### src/hdl/pfs_pkg.sv
package pfs_pkg;

    // ****************************************
    // clock and timing
    // ****************************************
    localparam int CLK_PERIOD_NS = 40;
    // escalation of continuous current limiting, in microseconds
    localparam int CBC_ESCALATE_US = 2600;
    // a least time, so it rounds up
    localparam int CBC_ESCALATE_CYC = (CBC_ESCALATE_US * 1000 + CLK_PERIOD_NS - 1) / CLK_PERIOD_NS;
    // longest quiet time of a live pwm input, in nanoseconds
    localparam int PWM_STUCK_NS = 10000;
    localparam int PWM_STUCK_CYC = (PWM_STUCK_NS + CLK_PERIOD_NS - 1) / CLK_PERIOD_NS;
    // warning level reported on the warning line, in degrees c
    localparam int WARN_TEMP_C = 125;

    // ****************************************
    // widths and indices
    // ****************************************
    localparam int NUM_CH = 4;
    localparam int CNT_W = 17;
    localparam int SUP_OUTPUT_STAGE = 0;
    localparam int SUP_GATE_DRIVE = 1;
    localparam int SUP_LOGIC = 2;
    localparam int SUP_ANALOG = 3;

    // ****************************************
    // reset values
    // ****************************************
    localparam logic [NUM_CH-1:0] HIZ_RST = 4'hf;
    localparam logic [CNT_W-1:0] CNT_RST = 17'h0;
    localparam logic OC_LATCH_RST = 1'b1;

    // ****************************************
    // types
    // ****************************************
    typedef enum logic [1:0] {
        PFS_ST_RESET = 2'h0,
        PFS_ST_RUN = 2'h1,
        PFS_ST_SELF = 2'h3,
        PFS_ST_TRIP = 2'h2
    } pfs_state_t;

    typedef struct packed {
        logic stuck;
        logic overload_trip;
        logic cycle_current_limit;
        logic flip;
    } pfs_chan_stat_t;

endpackage

### src/hdl/pfs_supervisor.sv
// Operation
// - any logic or gate-drive supply low: all outputs hi-z, alarm low at once
// - supply undervoltage clears itself once every supply is back up
// - power-on reset clears the overload latches before running
// - reset input low releases the alarm line high, whatever the faults
// - alarm and warning lines are active-low open-drain outputs
// - every fault that shuts the device down, except stuck pwm, pulls the alarm low
// - warning line low while junction is above 125 c
// - alarm and warning pair encode shutdown, overload, warning or normal
// - global fault other than thermal warning stops switching on all channels; all but warning and stuck pwm on all channels pull alarm low
// - latched faults hold until the controller toggles reset low then high
// - channel fault stops only the affected channels
// - output, logic, gate-drive, analog undervoltage: global, reported, self-clearing
// - bootstrap undervoltage turns off only that high side, unreported
// - thermal warning: global, warning line only, outputs keep running
// - latching overcurrent mode: reported channel shutdown until reset toggle
// - limiting mode: flip state at fs/2, unreported, clears by itself unless it lasts CBC_LIMIT_CYC cycles, then a latched, reported channel shutdown
// - stuck pwm on some channels is a channel fault, on all a global one
// - pwm below the least frame rate counts as stuck
// - reset input low forces all four half-bridges into hi-z
`timescale 1ns/100ps
module pfs_supervisor
    import pfs_pkg::*;
#(
    parameter int CBC_LIMIT_CYC = CBC_ESCALATE_CYC
) (
    input wire logic ref_clk,
    input wire logic rst,
    input wire logic ctrl_reset_n,
    input wire logic [NUM_CH-1:0] supply_uv,
    input wire logic digital_core_rail_uv,
    input wire logic temp_warn_above,
    input wire logic temp_warn_below_low,
    input wire logic thermal_shutdown,
    input wire logic oc_latch_strap,
    input wire logic [NUM_CH-1:0] overcurrent,
    input wire logic [NUM_CH-1:0] bootstrap_cap_uv,
    input wire logic [NUM_CH-1:0] pwm_in,
    output logic [NUM_CH-1:0] bridge_hiz,
    output logic [NUM_CH-1:0] high_side_off,
    output logic [NUM_CH-1:0] cbc_flip,
    output logic shutdown_alarm_n_o,
    output logic shutdown_alarm_n_oe,
    output logic thermal_warning_n_o,
    output logic thermal_warning_n_oe
);

    // ****************************************
    // declarations
    // ****************************************
    pfs_state_t state_r, state_nxt;
    logic strap_taken_r, strap_taken_nxt;
    logic latch_mode_r, latch_mode_nxt;
    logic warn_r, warn_nxt;
    logic [NUM_CH-1:0] hiz_r, hiz_nxt;
    logic [NUM_CH-1:0] hs_off_r, hs_off_nxt;
    logic [NUM_CH-1:0] flip_r, flip_nxt;
    logic alarm_oe_r, alarm_oe_nxt;
    logic warn_oe_r, warn_oe_nxt;
    logic pin_low_r;
    pfs_chan_stat_t [NUM_CH-1:0] chan;
    logic [NUM_CH-1:0] stuck_v, ovl_v;
    logic undervoltage_trip, self_fault, global_off, chan_clear;

    // ****************************************
    // per-channel monitors
    // ****************************************
    // power-on reset or reset low clears latches
    assign chan_clear = !ctrl_reset_n || digital_core_rail_uv;

    for (genvar i = 0; i < NUM_CH; i++) begin : g_ch
        pfs_chan #(
            .STUCK_CYC(PWM_STUCK_CYC),
            .ESC_CYC(CBC_LIMIT_CYC)
        ) u_chan (
            .ref_clk(ref_clk),
            .rst(rst),
            .pwm_in(pwm_in[i]),
            .overcurrent(overcurrent[i]),
            .latch_mode(latch_mode_r),
            .clear(chan_clear),
            .stat(chan[i])
        );
        assign stuck_v[i] = chan[i].stuck;
        assign ovl_v[i] = chan[i].overload_trip;
    end

    // ****************************************
    // global state
    // ****************************************
    always_comb begin
        undervoltage_trip = |supply_uv;
        // core rail acts as power-on reset
        self_fault = undervoltage_trip || digital_core_rail_uv || (&stuck_v);
        // strap read once after reset release; the resistor never changes in use
        strap_taken_nxt = 1'b1;
        latch_mode_nxt = strap_taken_r ? latch_mode_r : oc_latch_strap;
        state_nxt = state_r;
        unique case (state_r)
            PFS_ST_RESET: begin
                if (ctrl_reset_n) begin
                    state_nxt = PFS_ST_RUN;
                end
            end
            PFS_ST_RUN, PFS_ST_SELF: begin
                if (!ctrl_reset_n) begin
                    state_nxt = PFS_ST_RESET;
                end else if (thermal_shutdown) begin
                    state_nxt = PFS_ST_TRIP;
                end else if (self_fault) begin
                    state_nxt = PFS_ST_SELF;
                end else begin
                    state_nxt = PFS_ST_RUN;
                end
            end
            PFS_ST_TRIP: begin
                // only a reset toggle leaves the trip
                if (!ctrl_reset_n) begin
                    state_nxt = PFS_ST_RESET;
                end
            end
        endcase
    end

    always_ff @(posedge ref_clk or posedge rst) begin
        if (rst) begin
            state_r <= PFS_ST_RESET;
            strap_taken_r <= 1'b0;
            latch_mode_r <= OC_LATCH_RST;
        end else begin
            state_r <= state_nxt;
            strap_taken_r <= strap_taken_nxt;
            latch_mode_r <= latch_mode_nxt;
        end
    end

    // ****************************************
    // outputs
    // ****************************************
    always_comb begin
        global_off = !ctrl_reset_n || self_fault || thermal_shutdown
            || (state_r == PFS_ST_TRIP);
        // channel faults stop their own bridge only
        hiz_nxt = {NUM_CH{global_off}} | stuck_v | ovl_v;
        hs_off_nxt = bootstrap_cap_uv & ~hiz_nxt;
        for (int i = 0; i < NUM_CH; i++) begin
            flip_nxt[i] = chan[i].flip;
        end
        // warning with hysteresis, no effect on outputs
        if (temp_warn_above) begin
            warn_nxt = 1'b1;
        end else if (temp_warn_below_low) begin
            warn_nxt = 1'b0;
        end else begin
            warn_nxt = warn_r;
        end
        // reported shutdowns pull the alarm; reset releases it
        alarm_oe_nxt = ctrl_reset_n && (undervoltage_trip || digital_core_rail_uv
            || thermal_shutdown || (state_r == PFS_ST_TRIP) || (|ovl_v));
        warn_oe_nxt = warn_nxt;
    end

    always_ff @(posedge ref_clk or posedge rst) begin
        if (rst) begin
            hiz_r <= HIZ_RST;
            hs_off_r <= '0;
            flip_r <= '0;
            warn_r <= 1'b0;
            alarm_oe_r <= 1'b0;
            warn_oe_r <= 1'b0;
            pin_low_r <= 1'b0;
        end else begin
            hiz_r <= hiz_nxt;
            hs_off_r <= hs_off_nxt;
            flip_r <= flip_nxt;
            warn_r <= warn_nxt;
            alarm_oe_r <= alarm_oe_nxt;
            warn_oe_r <= warn_oe_nxt;
            pin_low_r <= 1'b0;
        end
    end

    assign shutdown_alarm_n_o = pin_low_r;
    assign thermal_warning_n_o = pin_low_r;
    assign shutdown_alarm_n_oe = alarm_oe_r;
    assign thermal_warning_n_oe = warn_oe_r;
    assign bridge_hiz = hiz_r;
    assign high_side_off = hs_off_r;
    assign cbc_flip = flip_r;
endmodule // pfs_supervisor

### src/hdl/pfs_chan.sv
`timescale 1ns/100ps
module pfs_chan
    import pfs_pkg::*;
#(
    parameter int STUCK_CYC = PWM_STUCK_CYC,
    parameter int ESC_CYC = CBC_ESCALATE_CYC
) (
    input wire logic ref_clk,
    input wire logic rst,
    input wire logic pwm_in,
    input wire logic overcurrent,
    input wire logic latch_mode,
    input wire logic clear,
    output pfs_chan_stat_t stat
);

    logic pwm_d_r, pwm_d_nxt;
    logic [CNT_W-1:0] quiet_cnt_r, quiet_cnt_nxt;
    logic [CNT_W-1:0] cbc_cnt_r, cbc_cnt_nxt;
    logic flip_r, flip_nxt;
    logic ovl_r, ovl_nxt;
    logic stuck, limiting, ovl_set;

    always_comb begin
        pwm_d_nxt = pwm_in;
        stuck = (quiet_cnt_r == CNT_W'(STUCK_CYC));
        // no edge for too long means the frame rate fell too low
        if (pwm_in != pwm_d_r) begin
            quiet_cnt_nxt = CNT_RST;
        end else if (stuck) begin
            quiet_cnt_nxt = quiet_cnt_r;
        end else begin
            quiet_cnt_nxt = quiet_cnt_r + 17'h1;
        end
        limiting = !latch_mode && overcurrent;
        if (limiting) begin
            flip_nxt = (pwm_in && !pwm_d_r) ? !flip_r : flip_r;
        end else begin
            flip_nxt = 1'b0;
        end
        if (!limiting) begin
            cbc_cnt_nxt = CNT_RST;
        end else if (cbc_cnt_r == CNT_W'(ESC_CYC)) begin
            cbc_cnt_nxt = cbc_cnt_r;
        end else begin
            cbc_cnt_nxt = cbc_cnt_r + 17'h1;
        end
        ovl_set = (latch_mode && overcurrent) || (cbc_cnt_r == CNT_W'(ESC_CYC));
        // a new trip beats a clear in the same cycle
        ovl_nxt = ovl_set || (ovl_r && !clear);
        stat = '{stuck: stuck, overload_trip: ovl_r, cycle_current_limit: limiting, flip: flip_r};
    end

    always_ff @(posedge ref_clk or posedge rst) begin
        if (rst) begin
            pwm_d_r <= 1'b0;
            quiet_cnt_r <= CNT_RST;
            cbc_cnt_r <= CNT_RST;
            flip_r <= 1'b0;
            ovl_r <= 1'b0;
        end else begin
            pwm_d_r <= pwm_d_nxt;
            quiet_cnt_r <= quiet_cnt_nxt;
            cbc_cnt_r <= cbc_cnt_nxt;
            flip_r <= flip_nxt;
            ovl_r <= ovl_nxt;
        end
    end

endmodule // pfs_chan

### config.mk
export PLATFORM = sky130hd
export DESIGN_NAME = pfs_supervisor
export DESIGN_NICKNAME = d
export VERILOG_FILES = /design/src/hdl/pfs_pkg.sv /design/src/hdl/pfs_supervisor.sv /design/src/hdl/pfs_chan.sv
export SDC_FILE = /design/constraint.sdc
export NUM_CORES = 1
export LEC_CHECK = 0
export ABC_AREA = 1
export BUFFER_PORTS_ARGS = -buffer_cell sky130_fd_sc_hd__buf_2
export CAP_MARGIN = 10
export CORE_ASPECT_RATIO = 0.8
export CORE_MARGIN = 10
export CORE_UTILIZATION = 35
export CTS_BUF_LIST = sky130_fd_sc_hd__clkbuf_8 sky130_fd_sc_hd__clkbuf_16
export CTS_CLUSTER_DIAMETER = 200
export DETAILED_ROUTE_END_ITERATION = 6
export PLACE_DENSITY = 0.48
export SKIP_CTS_REPAIR_TIMING = 1
export SYNTH_ARGS = -nofsm -noshare
export SYNTH_HDL_FRONTEND = slang
export SYNTH_HIERARCHICAL = 1
export SYNTH_SLANG_ARGS = --single-unit
### constraint.sdc
create_clock -name ref_clk -period 1.9 [get_ports ref_clk]
set_input_delay 0.095 -clock ref_clk [delete_from_list [all_inputs] [get_ports ref_clk]]
set_output_delay 0.095 -clock ref_clk [all_outputs]
set_load 0.05 [all_outputs]
* Word level (Yosys, flattened, before mapping)
Cells that the tools add are included.
** Cells by class
- Add/sub/neg operators :: 8
- Equal/unequal tests :: 29
- Mux-type cells :: 32
- Bitwise logic cells :: 4
- Reduce and logical (&&, ||, !) cells :: 52
** Operator list (number)
- $mux W17 :: 16
- $add A17 B1 Y17 const B :: 8
- $eq A17 B16 Y1 const B :: 4
- $eq A17 B8 Y1 const B :: 4
- $ne A2 B2 Y1 const B :: 14
- $logic_and A1 B1 Y1 :: 17
- $logic_or A1 B1 Y1 :: 17
- $logic_not A1 Y1 :: 11
- $mux W1 :: 10
- $mux W2 :: 5
- $or A4 B4 Y4 :: 2
- $reduce_or A4 Y1 :: 2
- $pmux W2 S3 :: 1
- $and A4 B4 Y4 :: 1
- $eq A2 B2 Y1 const B :: 2
- $ne A1 B1 Y1 :: 4
- $not A4 Y4 :: 1
- $reduce_and A4 Y1 :: 1
- $eq A2 B1 Y1 const B :: 1
- $logic_not A2 Y1 :: 1
- $reduce_and A2 Y1 :: 1
- $reduce_bool A2 Y1 :: 1
- $reduce_or A2 Y1 :: 1
** Storage, ports and cells
- Register bits :: 166
- Input port bits :: 24
- Logic and storage cells :: 153

* Longest topological paths before layout
- Depth in word-level cells :: 10
- Gate-level depth with buffers :: 11
- Gate-level depth less buffers :: 10

* Cells and area by module
Netlist, hierarchy kept.
** Modules (own cells, without submodules)
- pfs_chan at g_ch[0].u_chan ... :: instances 3, cells each 321, area an instance 2249.7 um^2, seq. area each 925.9 um^2
- pfs_chan at g_ch[1].u_chan :: instances 1, cells each 318, area an instance 2232.1 um^2, seq. area each 925.9 um^2
- pfs_supervisor :: instances 1, cells each 63, area an instance 728.2 um^2, seq. area each 456.7 um^2

* Worst setup path before layout
OpenSTA, ideal clock, no wires.
- Kind :: register -> register
- From :: reg g_ch[2].u_chan.quiet_cnt_r[0]
- To :: reg hs_off_r[0], in the netlist high_side_off[0]
- Data arrival time :: 1.526 ns
- Setup slack :: 0.259 ns
- Stages on the path, launching flop included :: 11
- Path buffers :: 1
- Period minus slack after synthesis :: 1.641 ns
- Cells stage by stage :: dfrtp_1 > inv_1 > ha_1 > nand3_1 > nor2_1 > nand2_1 > inv_1 > buf_4 > nand4_1 > nand4_2 > nor2_2
** Between the ends
- Longest elaborated chain between the ends :: 10
** Ends and longest elaborated chain
- from (decl) :: line pfs_chan.sv:18 : logic [CNT_W-1:0] quiet_cnt_r, quiet_cnt_nxt;
- from (signal assigned) :: line pfs_chan.sv:63 : quiet_cnt_r <= quiet_cnt_nxt;
- $eq A17 B8 Y1 :: line pfs_chan.sv:26 : stuck = (quiet_cnt_r == CNT_W'(STUCK_CYC));
- via g_ch[2].u_chan.stuck :: line pfs_chan.sv:22 : logic stuck, limiting, ovl_set;
- $reduce_and A4 Y1 :: line pfs_supervisor.sv:94 : self_fault = undervoltage_trip || digital_core_rail_uv || (&stuck_v);
- $logic_or A1 B1 Y1 :: line pfs_supervisor.sv:94
- $logic_or A1 B1 Y1 (2 in series) :: line pfs_supervisor.sv:141 : global_off = !ctrl_reset_n || self_fault || thermal_shutdown
- $logic_or A1 B1 Y1 :: line pfs_supervisor.sv:142 : || (state_r == PFS_ST_TRIP);
- $or A4 B4 Y4 (2 in series) :: line pfs_supervisor.sv:144 : hiz_nxt = {NUM_CH{global_off}} | stuck_v | ovl_v;
- via hiz_nxt[0] :: line pfs_supervisor.sv:55 : logic [NUM_CH-1:0] hiz_r, hiz_nxt;
- $not A4 Y4 :: line pfs_supervisor.sv:145 : hs_off_nxt = bootstrap_cap_uv & ~hiz_nxt;
- $and A4 B4 Y4 :: line pfs_supervisor.sv:145
- via hs_off_nxt[0] :: line pfs_supervisor.sv:56 : logic [NUM_CH-1:0] hs_off_r, hs_off_nxt;
- to (signal assigned) :: line pfs_supervisor.sv:174 : hs_off_r <= hs_off_nxt;
- to (decl) :: line pfs_supervisor.sv:56
The timed path passes the listed nets, and every way through them passes these cells.
A chain may end at the register's enable or synchronous reset.

==> metrics.yaml <==
floorplanning:
  initial_core_util: 0.355
  die_area_mm2: 0.0347
  row_count: 54
  core_mm2: 0.0272
  die_y_um: 169
  io_pins: 40
  die_w_um: 206
cells_and_area:
  nFillCells: 2806
  finalNetCount: 1450
  antenna_cells: 0
  area.sequential_mm2: 0.00416
  syn2layout_area_growth_pct: 15.1
  final_area_mm2: 0.0111
  instances_no_fill: 1783
  multi_input_area_mm2: 0.00476
  drive_gt1_frac: 0.130
route:
  wl_um: 23600
  via_count: 8352
  wl_per_cell_um: 13.2
  initialDrtViolationCount: 479
  ant_nets: 0
  drc: 0
  vias_per_cell: 4.68
  dr.pass1.iters: 5
power:
  p_switching_mw: 2.00
  p_per_area_mw_per_mm2: 721
  peakVddDrop_mv: 0.611
  p_comb_frac: 0.081
  sw_frac_of_total: 0.248
  total_power_mw: 8.03
  seq_power_share: 0.463
  leakagePower_nw: 4.98
  internal_power_mw: 6.04
  clockPowerShare: 0.456
clocking:
  clock_sinks: 166
  clkTransAtPathRegs_ns: 0.06
  clkLatencyLatePin_ns: 0.43
  cts_buffers: 17
  cts_tree: "yes"
  clk_path_buf_depth: 2
  clockRootBuffer: "clkbuf_16"
  cts_max_level: 4
run:
  cap_violations: 0
worst_setup_path:
  cp_cell_sequence: "inv_2 -> ha_2 -> nand3_1 -> nor2_2 -> nand2_2 -> inv_2 -> nand4_1 -> buf_4 -> nand4_2 -> nor2_2"
  critical_path_class: "flip-flop to flip-flop"
  critical_path.max_stage_delay_ns: 0.42
  cp-end-kind: "flip-flop"
  cp_slowest_cell: "dfrtp_1"
  crit_family: "simple AND/OR/NAND/NOR gates"
  required_ns: 2.22
  r2r_slack_ns: 0.26
  cp.buffers_inverters: 3
  worstReg2RegEnd: "high_side_off[2]$_DFF_PP0_"
  reg2reg_from: "g_ch[2].u_chan/quiet_cnt_r[0]$_DFFE_PP0P_"
  crit_start: "g_ch[2].u_chan/quiet_cnt_r[0]$_DFFE_PP0P_"
  cp.arrival_ns: 1.96
  crit_cells: 10
  ff2ff_path_depth: 10
  crit_end: "high_side_off[2]$_DFF_PP0_"
  path_max_fanout: 5
  critPathLaunchType: "flip-flop"
sta:
  skew_ns: 0.0138
  finalSetupTns_ns: 0
  period_share: 0.864
  clock.fmax_mhz: 609
  setup_viol: 0
  tightest_slew_ns: 0.748
  drv_slew: 0
  timing.hold.ws_ns: -0.0131
  rsz0062_at_grt: "no"
  finalHoldViolCount: 1
  finalCriticalPeriod_ns: 1.64
  layout_setup_ws_ns: 0.259
  relSlewSlack: 0.501
global_route:
  grt_max_degree: 38
  grt_pass1_wl_um: 40300
  grt_pass1_vias: 7999
  antenna_found_initial: 0
  grt.total_usage: 0.141
  grt_overflow_total: 0
run_status:
  status: "complete, but fails checks"
  violations: "hold timing"
synthesis:
  yosysWarningCount: 6
  syn_area_mm2: 0.00968
  syn_inst: 1340
  syn_avg_cell_area_um2: 7.22
placement:
  place_area_mm2: 0.0103
  dpl.hpwl_um: 17800
  pre_cts_slack_ns: 0.0320
  numPortBuffers: 37
  gp_congestion: 0.839
  placed_cells: 1732
worst_hold_path:
  min_path_type: "input pin to flip-flop"
## how the worst min path moves through the flow
stage | from | endpoint | slack (ns) | depth (start not counted)
final | overcurrent[3] | g_ch[3].u_chan/ovl_r$_DFF_PP0_ | -0.01 | 3
after global routing | overcurrent[3] | g_ch[3].u_chan/ovl_r$_DFF_PP0_ | 0.005 | 3
after CTS | rst | g_ch[2].u_chan/cbc_cnt_r[13]$_DFFE_PP0P_ | -0.24 | 3
after detailed placement | rst | g_ch[2].u_chan/cbc_cnt_r[5]$_DFFE_PP0P_ | 0.23 | 3
after global placement | pwm_in[1] | g_ch[1].u_chan/pwm_d_r$_DFF_PP0_ | 0.22 | 1
after floorplan | rst | cbc_flip[0]$_DFF_PP0_ | 0.03 | 1
## cell usage in the layout, fill, tap and decap left out, types with 5 or more instances in the layout
master         count
inv_1            154
nor2_1           273
o21ai_0           28
nand4_1           34
nand3_1           92
clkbuf_16         17
dfstp_2            5
nand3b_1           8
nor3_1            16
nor2_2            27
nand2_1          303
nand2_2           17
xor2_1            16
a31oi_1           10
dlygate4sd3_1     16
ha_1              18
buf_2             37
dfrtp_1          161
a21oi_1           52
inv_2             12
o21ai_1           28
nor2_4            14
buf_4             25
## routing by layer
metal  global-route usage  wire (um)  share of wire  vias up
li1                     -          -              -     4367
met1                0.201      12400           0.52     3867
met2                0.215      10300           0.44      101
met3               0.0286        695          0.029       17
met4               0.0301        236          0.010        0
met5                    0          0              0        -
## power groups by stage
stage	registers, mW	logic [mW]	clock network (mW)
after CTS	3.71	0.626	3.79
after detailed placement	3.78	0.623	0
after global routing	3.73	0.746	3.93
after floorplan	3.77	0.429	0
after global placement	3.78	0.623	0
final	3.72	0.653	3.66
## state kept, by name (all words and copies together), names as in the netlist
register                 count
g_ch.u_chan/flip_r           4
high_side_off                4
cbc_flip                     4
thermal_warning_n_oe         1
shutdown_alarm_n_oe          1
bridge_hiz                   4
strap_taken_r                1
g_ch.u_chan/pwm_d_r          4
g_ch.u_chan/ovl_r            4
latch_mode_r                 1
g_ch.u_chan/quiet_cnt_r     68
g_ch.u_chan/cbc_cnt_r       68
state_r                      2
## cell type report
type / instances / share of cell area
clock buffers: 17 / 0.0382
clock inverters: 15 / 0.0168
inverters: 166 / 0.0559
multi-input cells: 977 / 0.427
flip-flops and latches: 166 / 0.373
well taps: 364 / 0.0409
repair buffers: 78 / 0.0478
## worst min-delay path: cells and delay by family
kind / cells / cell delay (ns)
buffers and inverters: 1 / 0.12
AO/OA/AOI/OAI: 1 / 0.09
AND/OR/NAND/NOR: 1 / 0.05
## per-stage QoR
stage | hold slack, ns | util
global placement | 0.222 | 0.378
detailed placement | 0.225 | 0.378
floorplan | 0.0299 | -
finish | -0.0131 | 0.409
global route | 0.00474 | 0.409
CTS | -0.242 | 0.401
(Power assumes the default switching activity.)
